===== src/adcsw_pkg.sv =====
// Behaviour
// - shadow channel/reference copied while idle
// - selections frozen once conversion starts
// - copying resumes in final conversion cycle
// - start on next conversion-clock edge
// - over-reference input saturates to full scale
// - reference code zero means internal reference
// - result register valid when ready flag set
// - temperature channel switches sensor on
// - four window conditions set match flag
// - compare mode zero disables window compare
// - compare once after last accumulated sample
// - event trigger enable starts on events
// - ready vector first, window vector second
// - each flag set on event, own enable
// - request held while enable and flag set
// - standby halts unless run-while-sleeping set
// - standby starts only from events; clock request
// - event edge sets start bit, completion clears
// - initial delay before first standby conversion
// - power-down pauses; result flagged, contents invalid (halted_reg records the cut but drives no flag or output)
// - ready flag cleared by result read or write-one
// - plain conversion lasts thirteen clock cycles
package adcsw_pkg;
	// register indices; byte address is four times the index
	localparam logic [4:0] IDX_CTRLA    = 5'h00;
	localparam logic [4:0] IDX_CTRLB    = 5'h01;
	localparam logic [4:0] IDX_CTRLC    = 5'h02;
	localparam logic [4:0] IDX_CTRLD    = 5'h03;
	localparam logic [4:0] IDX_CTRLE    = 5'h04;
	localparam logic [4:0] IDX_SAMPCTRL = 5'h05;
	localparam logic [4:0] IDX_MUX      = 5'h06;
	localparam logic [4:0] IDX_COMMAND  = 5'h08;
	localparam logic [4:0] IDX_EVCTRL   = 5'h09;
	localparam logic [4:0] IDX_INTEN    = 5'h0a;
	localparam logic [4:0] IDX_INTFLAG  = 5'h0b;
	localparam logic [4:0] IDX_RESULT   = 5'h10;
	localparam logic [4:0] IDX_WINLOW   = 5'h12;
	localparam logic [4:0] IDX_WINHIGH  = 5'h14;
	localparam int         ADDR_W       = 7;
	// writable bit masks
	localparam logic [7:0] CTRLA_MASK   = 8'h85;
	localparam logic [7:0] CTRLB_MASK   = 8'h07;
	localparam logic [7:0] CTRLC_MASK   = 8'h77;
	localparam logic [7:0] CTRLD_MASK   = 8'hef;
	localparam logic [7:0] CTRLE_MASK   = 8'h07;
	localparam logic [7:0] SAMP_MASK    = 8'h1f;
	localparam logic [7:0] MUX_MASK     = 8'h1f;
	localparam logic [7:0] REG_RESET    = 8'h00;
	// field positions
	localparam int ENABLE_BIT  = 0;
	localparam int RESSEL_BIT  = 2;
	localparam int RUNSLP_BIT  = 7;
	localparam int SCAP_BIT    = 6;
	localparam int REF_LSB     = 4;
	localparam int INITD_LSB   = 5;
	localparam int FLAG_READY  = 0;
	localparam int FLAG_WIN    = 1;
	// reference and scale
	localparam logic [1:0] REF_INTERNAL = 2'h0;
	localparam logic [9:0] FULL_SCALE   = 10'h3ff;
	localparam logic [4:0] TEMP_CHANNEL = 5'h1e;
	// compare modes
	localparam logic [2:0] WCM_OFF     = 3'h0;
	localparam logic [2:0] WCM_BELOW   = 3'h1;
	localparam logic [2:0] WCM_ABOVE   = 3'h2;
	localparam logic [2:0] WCM_INSIDE  = 3'h3;
	localparam logic [2:0] WCM_OUTSIDE = 3'h4;
	// timing in conversion-clock cycles
	localparam logic [8:0] CONV_CYCLES = 9'h00d;
	localparam logic [8:0] SH_CYCLE    = 9'h002;
	localparam logic [8:0] INIT_UNIT   = 9'h010;
	localparam logic [2:0] ACC_MAX     = 3'h6;
	typedef enum logic [2:0] {
		ST_IDLE = 3'b001,
		ST_WAIT = 3'b010,
		ST_CONV = 3'b100
	} adcsw_state_t;
endpackage


===== src/adcsw_top.sv =====
`timescale 1ns/1ps
`default_nettype none
module adcsw_top (
	// apb slave
	input  wire logic                         pclk,
	input  wire logic                         presetn,
	input  wire logic [adcsw_pkg::ADDR_W-1:0] paddr,
	input  wire logic                         psel,
	input  wire logic                         penable,
	input  wire logic                         pwrite,
	input  wire logic [31:0]                  pwdata,
	output logic      [31:0]                  prdata,
	output logic                              pready,
	output logic                              pslverr,
	// events and sleep
	input  wire logic                         event_in,
	input  wire logic                         standby_sleep,
	input  wire logic                         powerdown_sleep,
	// converter core
	input  wire logic [9:0]                   conv_code,
	input  wire logic                         conv_over_ref,
	output logic      [4:0]                   applied_channel,
	output logic      [1:0]                   applied_reference,
	output logic                              applied_sample_cap,
	output logic                              temp_sensor_on,
	output logic                              sample_hold,
	output logic                              clock_request,
	// interrupt requests
	output logic                              irq_result,
	output logic                              irq_window
);
	import adcsw_pkg::*;

	logic [7:0]   ctrla_reg;
	logic [7:0]   ctrlb_reg;
	logic [7:0]   ctrlc_reg;
	logic [7:0]   ctrld_reg;
	logic [7:0]   ctrle_reg;
	logic [7:0]   sampctrl_reg;
	logic [7:0]   mux_reg;
	logic         evctrl_reg;
	logic [1:0]   inten_reg;
	logic [1:0]   intflag_reg;
	logic         start_reg;
	logic [15:0]  result_reg;
	logic [15:0]  winlow_reg;
	logic [15:0]  winhigh_reg;
	logic [15:0]  acc_reg;
	logic [7:0]   presc_reg;
	logic [8:0]   cycle_reg;
	logic [8:0]   last_reg;
	logic [6:0]   samples_reg;
	logic         lock_reg;
	logic         event_prev_reg;
	logic         standby_prev_reg;
	logic         init_pend_reg;
	logic         halted_reg;
	adcsw_state_t state_reg;

	// bus decode
	logic       access;
	logic       wr;
	logic       rd;
	logic [4:0] idx;
	logic       mapped;
	assign idx    = paddr[ADDR_W-1:2];
	assign access = psel & penable & pready;
	assign wr     = access & pwrite;
	assign rd     = access & ~pwrite;

	function automatic logic is_mapped(input logic [4:0] i);
		case (i)
			IDX_CTRLA, IDX_CTRLB, IDX_CTRLC, IDX_CTRLD, IDX_CTRLE,
			IDX_SAMPCTRL, IDX_MUX, IDX_COMMAND, IDX_EVCTRL, IDX_INTEN,
			IDX_INTFLAG, IDX_RESULT, IDX_WINLOW, IDX_WINHIGH: is_mapped = 1'b1;
			default: is_mapped = 1'b0;
		endcase
	endfunction
	assign mapped = is_mapped(idx) & (paddr[1:0] == 2'h0);

	function automatic logic wr_to(input logic [4:0] i);
		wr_to = wr & mapped & (idx == i);
	endfunction

	// strict window test
	function automatic logic win_hit(input logic [2:0] m, input logic [15:0] r,
		input logic [15:0] lo, input logic [15:0] hi);
		case (m)
			WCM_BELOW:   win_hit = r < lo;
			WCM_ABOVE:   win_hit = r > hi;
			WCM_INSIDE:  win_hit = (r > lo) && (r < hi);
			WCM_OUTSIDE: win_hit = (r < lo) || (r > hi);
			default:     win_hit = 1'b0;
		endcase
	endfunction

	// read mux
	logic [31:0] rd_value;
	always_comb
	begin
		case (idx)
			IDX_CTRLA:    rd_value = {24'h0, ctrla_reg};
			IDX_CTRLB:    rd_value = {24'h0, ctrlb_reg};
			IDX_CTRLC:    rd_value = {24'h0, ctrlc_reg};
			IDX_CTRLD:    rd_value = {24'h0, ctrld_reg};
			IDX_CTRLE:    rd_value = {24'h0, ctrle_reg};
			IDX_SAMPCTRL: rd_value = {24'h0, sampctrl_reg};
			IDX_MUX:      rd_value = {24'h0, mux_reg};
			IDX_COMMAND:  rd_value = {31'h0, start_reg};
			IDX_EVCTRL:   rd_value = {31'h0, evctrl_reg};
			IDX_INTEN:    rd_value = {30'h0, inten_reg};
			IDX_INTFLAG:  rd_value = {30'h0, intflag_reg};
			IDX_RESULT:   rd_value = {16'h0, result_reg};
			IDX_WINLOW:   rd_value = {16'h0, winlow_reg};
			IDX_WINHIGH:  rd_value = {16'h0, winhigh_reg};
			default:      rd_value = 32'h0;
		endcase
	end

	// no wait state; pready and read data still leave a flop
	always_ff @(posedge pclk or negedge presetn)
	begin
		if (!presetn)
		begin
			pready  <= 1'b0;
			pslverr <= 1'b0;
			prdata  <= 32'h0;
		end
		else
		begin
			pready  <= psel & ~penable;
			pslverr <= psel & ~penable & ~mapped;
			prdata  <= (psel & ~penable & mapped) ? rd_value : 32'h0;
		end
	end

	// configuration registers
	always_ff @(posedge pclk or negedge presetn)
	begin
		if (!presetn)
		begin
			ctrla_reg    <= REG_RESET;
			ctrlb_reg    <= REG_RESET;
			ctrlc_reg    <= REG_RESET;
			ctrld_reg    <= REG_RESET;
			ctrle_reg    <= REG_RESET;
			sampctrl_reg <= REG_RESET;
			mux_reg      <= REG_RESET;
			evctrl_reg   <= 1'b0;
			inten_reg    <= 2'h0;
			winlow_reg   <= 16'h0;
			winhigh_reg  <= 16'h0;
		end
		else
		begin
			if (wr_to(IDX_CTRLA))
				ctrla_reg <= pwdata[7:0] & CTRLA_MASK;
			if (wr_to(IDX_CTRLB))
				ctrlb_reg <= pwdata[7:0] & CTRLB_MASK;
			if (wr_to(IDX_CTRLC))
				ctrlc_reg <= pwdata[7:0] & CTRLC_MASK;
			if (wr_to(IDX_CTRLD))
				ctrld_reg <= pwdata[7:0] & CTRLD_MASK;
			if (wr_to(IDX_CTRLE))
				ctrle_reg <= pwdata[7:0] & CTRLE_MASK;
			if (wr_to(IDX_SAMPCTRL))
				sampctrl_reg <= pwdata[7:0] & SAMP_MASK;
			// shadow only; the applied copy lives below
			if (wr_to(IDX_MUX))
				mux_reg <= pwdata[7:0] & MUX_MASK;
			if (wr_to(IDX_EVCTRL))
				evctrl_reg <= pwdata[0];
			if (wr_to(IDX_INTEN))
				inten_reg <= pwdata[1:0];
			if (wr_to(IDX_WINLOW))
				winlow_reg <= pwdata[15:0];
			if (wr_to(IDX_WINHIGH))
				winhigh_reg <= pwdata[15:0];
		end
	end

	// sleep gating and triggers
	logic active;
	logic runnable;
	logic ev_rise;
	logic sw_start;
	logic trigger;
	logic tick;
	logic [7:0] presc_last;
	assign runnable   = ctrla_reg[ENABLE_BIT] & (~standby_sleep | ctrla_reg[RUNSLP_BIT]);
	assign active     = runnable & ~powerdown_sleep;
	assign ev_rise    = event_in & ~event_prev_reg;
	// software start is ignored in standby; only events run there
	assign sw_start   = wr_to(IDX_COMMAND) & pwdata[0] & ~standby_sleep;
	assign trigger    = (sw_start | (ev_rise & evctrl_reg)) & active;
	assign presc_last = 8'((16'h2 << ctrlc_reg[2:0]) - 16'h1);
	assign tick       = active & (state_reg != ST_IDLE) & (presc_reg == presc_last);

	always_ff @(posedge pclk or negedge presetn)
	begin
		if (!presetn)
		begin
			event_prev_reg   <= 1'b0;
			standby_prev_reg <= 1'b0;
		end
		else
		begin
			event_prev_reg   <= event_in;
			standby_prev_reg <= standby_sleep;
		end
	end

	// prescaler held at zero while idle gives a fixed start delay
	always_ff @(posedge pclk or negedge presetn)
	begin
		if (!presetn)
			presc_reg <= 8'h0;
		else if (state_reg == ST_IDLE || !ctrla_reg[ENABLE_BIT] || tick)
			presc_reg <= 8'h0;
		else if (active)
			presc_reg <= presc_reg + 8'h1;
	end

	// sample geometry
	logic [8:0] base_last;
	logic [8:0] init_extra;
	logic [6:0] acc_total;
	logic       last_cycle;
	logic       final_sample;
	logic [9:0] raw_code;
	logic [15:0] sample_val;
	logic [15:0] acc_sum;
	assign base_last  = CONV_CYCLES - 9'h1 + {5'h0, ctrld_reg[3:0]} + {4'h0, sampctrl_reg[4:0]};
	assign init_extra = 9'(ctrld_reg[7:INITD_LSB] * INIT_UNIT);
	assign acc_total  = (ctrlb_reg[2:0] > ACC_MAX) ? 7'h1 : 7'(8'h1 << ctrlb_reg[2:0]);
	assign last_cycle = tick & (state_reg == ST_CONV) & (cycle_reg == last_reg);
	assign final_sample = (samples_reg == acc_total - 7'h1);
	assign raw_code   = conv_over_ref ? FULL_SCALE : conv_code;
	assign sample_val = ctrla_reg[RESSEL_BIT] ? {8'h0, raw_code[9:2]} : {6'h0, raw_code};
	assign acc_sum    = acc_reg + sample_val;

	// standby entry arms the settling delay for the next start
	always_ff @(posedge pclk or negedge presetn)
	begin
		if (!presetn)
			init_pend_reg <= 1'b0;
		else if (standby_sleep & ~standby_prev_reg)
			init_pend_reg <= 1'b1;
		else if (state_reg == ST_WAIT && tick)
			init_pend_reg <= 1'b0;
	end

	// sequencer
	always_ff @(posedge pclk or negedge presetn)
	begin
		if (!presetn)
		begin
			state_reg   <= ST_IDLE;
			cycle_reg   <= 9'h0;
			last_reg    <= 9'h0;
			samples_reg <= 7'h0;
			acc_reg     <= 16'h0;
		end
		else
		begin
			case (state_reg)
				ST_IDLE:
				begin
					if (trigger)
						state_reg <= ST_WAIT;
				end
				ST_WAIT:
				begin
					if (!ctrla_reg[ENABLE_BIT])
						state_reg <= ST_IDLE;
					else if (tick)
					begin
						state_reg   <= ST_CONV;
						cycle_reg   <= 9'h0;
						samples_reg <= 7'h0;
						acc_reg     <= 16'h0;
						last_reg    <= base_last + (init_pend_reg ? init_extra : 9'h0);
					end
				end
				ST_CONV:
				begin
					if (!ctrla_reg[ENABLE_BIT])
						state_reg <= ST_IDLE;
					else if (last_cycle)
					begin
						acc_reg     <= acc_sum;
						cycle_reg   <= 9'h0;
						last_reg    <= base_last;
						samples_reg <= samples_reg + 7'h1;
						if (final_sample)
							state_reg <= ST_IDLE;
					end
					else if (tick)
						cycle_reg <= cycle_reg + 9'h1;
				end
				default:
					state_reg <= ST_IDLE;
			endcase
		end
	end

	// start bit tracks the busy interval
	always_ff @(posedge pclk or negedge presetn)
	begin
		if (!presetn)
			start_reg <= 1'b0;
		else if (trigger && state_reg == ST_IDLE)
			start_reg <= 1'b1;
		else if ((last_cycle && final_sample) || !ctrla_reg[ENABLE_BIT])
			start_reg <= 1'b0;
	end

	// remembers that power-down cut into this conversion
	always_ff @(posedge pclk or negedge presetn)
	begin
		if (!presetn)
			halted_reg <= 1'b0;
		else if (state_reg == ST_IDLE)
			halted_reg <= 1'b0;
		else if (powerdown_sleep)
			halted_reg <= 1'b1;
	end

	// result and compare once per conversion
	logic done;
	assign done = last_cycle & final_sample;
	always_ff @(posedge pclk or negedge presetn)
	begin
		if (!presetn)
			result_reg <= 16'h0;
		else if (done)
			result_reg <= acc_sum;
	end

	// flags: hardware set beats a same-cycle clear
	logic win_set;
	logic rdy_clr;
	logic win_clr;
	assign win_set = done & (ctrle_reg[2:0] != WCM_OFF)
		& win_hit(ctrle_reg[2:0], acc_sum, winlow_reg, winhigh_reg);
	assign rdy_clr = (rd & mapped & (idx == IDX_RESULT))
		| (wr_to(IDX_INTFLAG) & pwdata[FLAG_READY]);
	assign win_clr = wr_to(IDX_INTFLAG) & pwdata[FLAG_WIN];
	always_ff @(posedge pclk or negedge presetn)
	begin
		if (!presetn)
			intflag_reg <= 2'h0;
		else
		begin
			if (done)
				intflag_reg[FLAG_READY] <= 1'b1;
			else if (rdy_clr)
				intflag_reg[FLAG_READY] <= 1'b0;
			if (win_set)
				intflag_reg[FLAG_WIN] <= 1'b1;
			else if (win_clr)
				intflag_reg[FLAG_WIN] <= 1'b0;
		end
	end

	// request lines, ready first in vector order
	always_ff @(posedge pclk or negedge presetn)
	begin
		if (!presetn)
		begin
			irq_result <= 1'b0;
			irq_window <= 1'b0;
		end
		else
		begin
			irq_result <= inten_reg[FLAG_READY] & intflag_reg[FLAG_READY];
			irq_window <= inten_reg[FLAG_WIN] & intflag_reg[FLAG_WIN];
		end
	end

	// lock selections across the conversion
	always_ff @(posedge pclk or negedge presetn)
	begin
		if (!presetn)
			lock_reg <= 1'b0;
		else if (state_reg == ST_WAIT && tick)
			lock_reg <= 1'b1;
		else if (tick && state_reg == ST_CONV && final_sample
			&& cycle_reg == last_reg - 9'h1)
			lock_reg <= 1'b0;
		else if (state_reg == ST_IDLE)
			lock_reg <= 1'b0;
	end

	// applied copies follow the shadow whenever unlocked, except in the wait-state tick cycle that sets the lock
	always_ff @(posedge pclk or negedge presetn)
	begin
		if (!presetn)
		begin
			applied_channel    <= 5'h0;
			applied_reference  <= REF_INTERNAL;
			applied_sample_cap <= 1'b0;
			temp_sensor_on     <= 1'b0;
		end
		else
		begin
			if (!lock_reg && !(state_reg == ST_WAIT && tick))
			begin
				applied_channel    <= mux_reg[4:0];
				applied_reference  <= ctrlc_reg[REF_LSB+1:REF_LSB];
				applied_sample_cap <= ctrlc_reg[SCAP_BIT];
			end
			temp_sensor_on <= (applied_channel == TEMP_CHANNEL);
		end
	end

	// sample strobe and clock request
	always_ff @(posedge pclk or negedge presetn)
	begin
		if (!presetn)
		begin
			sample_hold   <= 1'b0;
			clock_request <= 1'b0;
		end
		else
		begin
			sample_hold   <= tick & (state_reg == ST_CONV)
				& (cycle_reg == SH_CYCLE + {5'h0, ctrld_reg[3:0]});
			// released as soon as the sequencer goes idle
			clock_request <= (state_reg != ST_IDLE) & ~done;
		end
	end

	logic unused_ok;
	assign unused_ok = &{1'b0, pwdata[31:16], halted_reg};
endmodule
`default_nettype wire


===== config.mk =====
export PLATFORM = sky130hd
export DESIGN_NAME = adcsw_top
export DESIGN_NICKNAME = d
export VERILOG_FILES = /design/src/adcsw_pkg.sv /design/src/adcsw_top.sv
export SDC_FILE = /design/constraint.sdc
export NUM_CORES = 1
export LEC_CHECK = 0
export BUFFER_PORTS_ARGS = -buffer_cell sky130_fd_sc_hd__buf_4
export CORE_ASPECT_RATIO = 0.9
export CORE_UTILIZATION = 55
export CTS_CLUSTER_DIAMETER = 120
export DETAILED_ROUTE_END_ITERATION = 8
export GPL_ROUTABILITY_DRIVEN = 0
export PLACE_DENSITY_LB_ADDON = 0.2
export SYNTH_ARGS = -nofsm -noshare
export SYNTH_HDL_FRONTEND = slang
export SYNTH_SLANG_ARGS = --single-unit

===== constraint.sdc =====
create_clock -name pclk -period 5.5 [get_ports pclk]
set_input_delay 1.1 -clock pclk [delete_from_list [all_inputs] [get_ports pclk]]
set_output_delay 1.1 -clock pclk [all_outputs]
set_load 0.02 [all_outputs]

==> out/summary.txt <==
Status: complete, no violations
# setup viols final: 0
Number of global-route vias before repair: 7,592
Hpwl dp: 17,800 µm
Overflow after GRT: 0
Part of the power in the clock network: 45.3%
Max stage delay on crit path: 0.79 ns
Seq pwr share: 47.3%
Mux contribution to synthesized area: 11.1%
Critical path class: reg -> reg
Startpoint types: flop
Fin area: 11,600 µm²
GRT Total Usage: 27.1%
Xor/xnor share of the synthesized area: 4.40%
Die Wd: 147 µm
Static Leakage: 5.50 nW
CP dominant cell by count: ha_1
Antenna violations before repair: 0
Via count: 8,002
Synth Area in Simple Gates: 16.1%
Critical path arrival: 5.14 ns
Final wirelength: 25,000 µm
Wire length per cell: 18.8 µm
Switching Fraction: 26.3%
Main combinational cell family by area after synthesis: simple AND/OR/NAND/NOR gates
Core area: 18,400 µm²
Area after DPL: 11,000 µm²
Psw: 721 µW
Fin. max-slew vios: 0
Synthesis warning total: 0
Area share of the largest cell type after synthesis: 41.3%
CTS resizes: 0
Seq. cell area: 4310 µm²
CTS Sinks: 172
Post-synth EDFFs: 0
Chip height: 132 µm
M1 GR Usage: 41.6%
Int Power: 2.02 mW
IO Pins: 105
Yosys reg bits: 172
Met2 Use GR: 39.5%
Top post-synthesis cells by area: dfrtp_1, mux2_2, ha_1
Footprint of the multi-input gates: 5590 µm²
Die area: 19,400 µm²
Clock Path Buffers: 2
Adder-cell share of the synthesized area: 7.95%
Fillers: 1,500
Hold-fix buffers, CTS: 0
Worst hold-check path type: reg -> reg
Num CTS Buffers: 17
Max-slew headroom: 35.0%
Nature of the critical path endpoint: flop
First-pass GRT wire length: 40,900 µm
Maxcap violations: 0
Power Total: 2.74 mW
Crit path max-delay cell type: dfrtp_1
RSZ-0062 raised after global routing: false
Row cnt: 47
Met3 Usage GRT: 4.95%
Mapped Area: 10,400 µm²
Synth Flop Type: dfrtp_1
Utilization after layout: 63.2%
Peak supply drop: 0.288 mV
Slew @ Worst Pin: 0.973 ns
Number of antenna cells inserted: 0
Period minus WS final: 4.83 ns
Compound-Gate Fraction of Synth Area: 13.6%
CTS tree: done
Detail Route Antenna Nets: 0
H-tree levels: 4
Post-synth cell types: 86
Post-route clock period utilization: 87.8%
Detailed Route Iter0 Violations: 735
Power per cell area: 236 nW/µm²
Asr flop ratio synth: 100%
Root Buffer: clkbuf_16
Syn avg cell area: 10.2 µm²
Largest net degree at the start of global routing: 102
Setup Skew: 0.0107 ns
Crit Path Max Fanout: 20
Sequential share of the synthesized area: 41.6%
Comb power frac: 7.5%
Final #Nets: 1,194
Fraction of layout cells with a size suffix above 1: 21.3%
CP cell instances: nor2b_1 -> a211o_1 -> ha_1 -> fa_1 -> a21oi_1 -> o22ai_1 -> o211ai_1 -> and2_1 -> xnor2_1 -> ha_1 -> and4_1 -> and3_1 -> a221o_1 -> nor3_1 -> a2bb2oi_1 -> a22oi_1
Total setup buffers inserted after CTS: 0
Number of vias per cell: 6.02
Drc violations: 0
Gr busiest metal: met1
Initial Util: 56.3%
Initial DRT Pass Iterations: 5
Final hold vios: 0
Setup TNS: 0 ns
Syn Inst Count: 1,012
Area leader, netlist: dfrtp_1
Synthesis-to-finish area growth: 12.3%
Port bufs: 72
Clock transition at path regs: 0.08 ns
Worst Path Required: 5.81 ns
Max frequency: 207 MHz
Clock insertion delay at the later pin of the skew report: 0.44 ns
-- cell usage after synthesis (10+ instances only) --
cell type and number:
mux2_4 14, ha_1 61, a31oi_1 14, nand4_1 15, o21ai_0 40, a222oi_1 11
xor2_1 24, nor2b_1 19, nand2b_1 18, a21oi_1 43, clkbuf_1 22, buf_4 19
mux2i_1 10, a211o_1 11, mux2_2 75, nand3_1 26, nor2_1 59, a21o_1 14
nor3_1 14, nand2_1 80, xnor2_1 28, dfrtp_1 171, inv_1 57, buf_2 10
or3_1 12
-- worst paths after layout --
kind                                        from             end  slack (ns)  cells after the start
worst min register to register  standby_prev_reg   init_pend_reg        0.44                      1
worst min-delay path            standby_prev_reg   init_pend_reg        0.44                      1
min in group asynchronous                presetn    cycle_reg[8]        0.73                      1
worst max-delay path                ctrla_reg[2]  intflag_reg[1]        0.67                     16
max in group asynchronous                presetn     acc_reg[15]        3.56                      2
worst max register to register      ctrla_reg[2]  intflag_reg[1]        0.67                     16
-- power by group through the flow --
stage          sequential [mW]  clock (mW)  combinational (mW)
6_report                  1.30        1.24               0.205
5_1_grt                   1.30        1.31               0.227
3_5_place_dp              1.32           0               0.204
4_1_cts                   1.29        1.26               0.205
2_1_floorplan             1.32           0               0.116
3_3_place_gp              1.32           0               0.201
-- layer usage --
| metal | vias to the layer above | part of all wire (%) |
|---|---|---|
| li1 | 3742 | - |
| met1 | 3970 | 50 |
| met4 | 0 | 1.1 |
| met2 | 271 | 43 |
| met3 | 19 | 6.0 |
| met5 | - | 0 |
-- layout make-up --
type	count	area share, %
Multi-Input combinational cell	743	48.0
Sequential cell	172	37.0
Timing Repair Buffer	81	5.26
Clock buffer	18	3.78
Tap cell	245	2.64
Inverter	57	1.84
Clock inverter	14	1.45
-- metrics by stage --
stage	worst slack, ns	instances	hold slack [ns]
2_1_floorplan	0.973	1027	0.400
3_3_place_gp	0.430	1298	0.401
3_5_place_dp	0.367	1298	0.433
4_1_cts	0.741	1330	0.446
5_1_grt	0.363	1330	0.477
6_report	0.669	1330	0.440
-- critical path: cells and delay by family (launching register included) --
family | cells | cell delay, ns
compound gates | 7 | 1.68
simple gates | 5 | 0.95
flops | 1 | 0.79
fa+ha+maj | 3 | 0.99
xor+xnor | 1 | 0.29
-- cells in the final DEF (no fill, tap or decap), drive strengths merged, types with 15 or more instances in the layout --
cell type,Yosys,final
conb,1,16
nand3,26,26
nand4,15,15
dfrtp,171,171
nor2b,19,19
mux2,89,89
xor2,24,24
buf,33,81
xnor2,28,28
nand2,81,81
nand2b,18,18
inv,57,66
a21oi,44,44
clkbuf,22,18
nor2,60,60
ha,61,61
o21ai,40,40
-- kinds of logic (layout without fill, tap and decap cells) --
| logic type | count (synthesis) | count (layout) |
|---|---|---|
| other | 1 | 16 |
| and+or+nand+nor | 313 | 313 |
| AOI/OAI and AO/OA | 199 | 199 |
| xor gates and xnor gates | 52 | 52 |
| muxes | 99 | 99 |
| DFF | 172 | 172 |
| buffers and inverters | 112 | 170 |
| adders and majority gates | 64 | 64 |
Note: power is estimated with default switching activity, not from simulation.
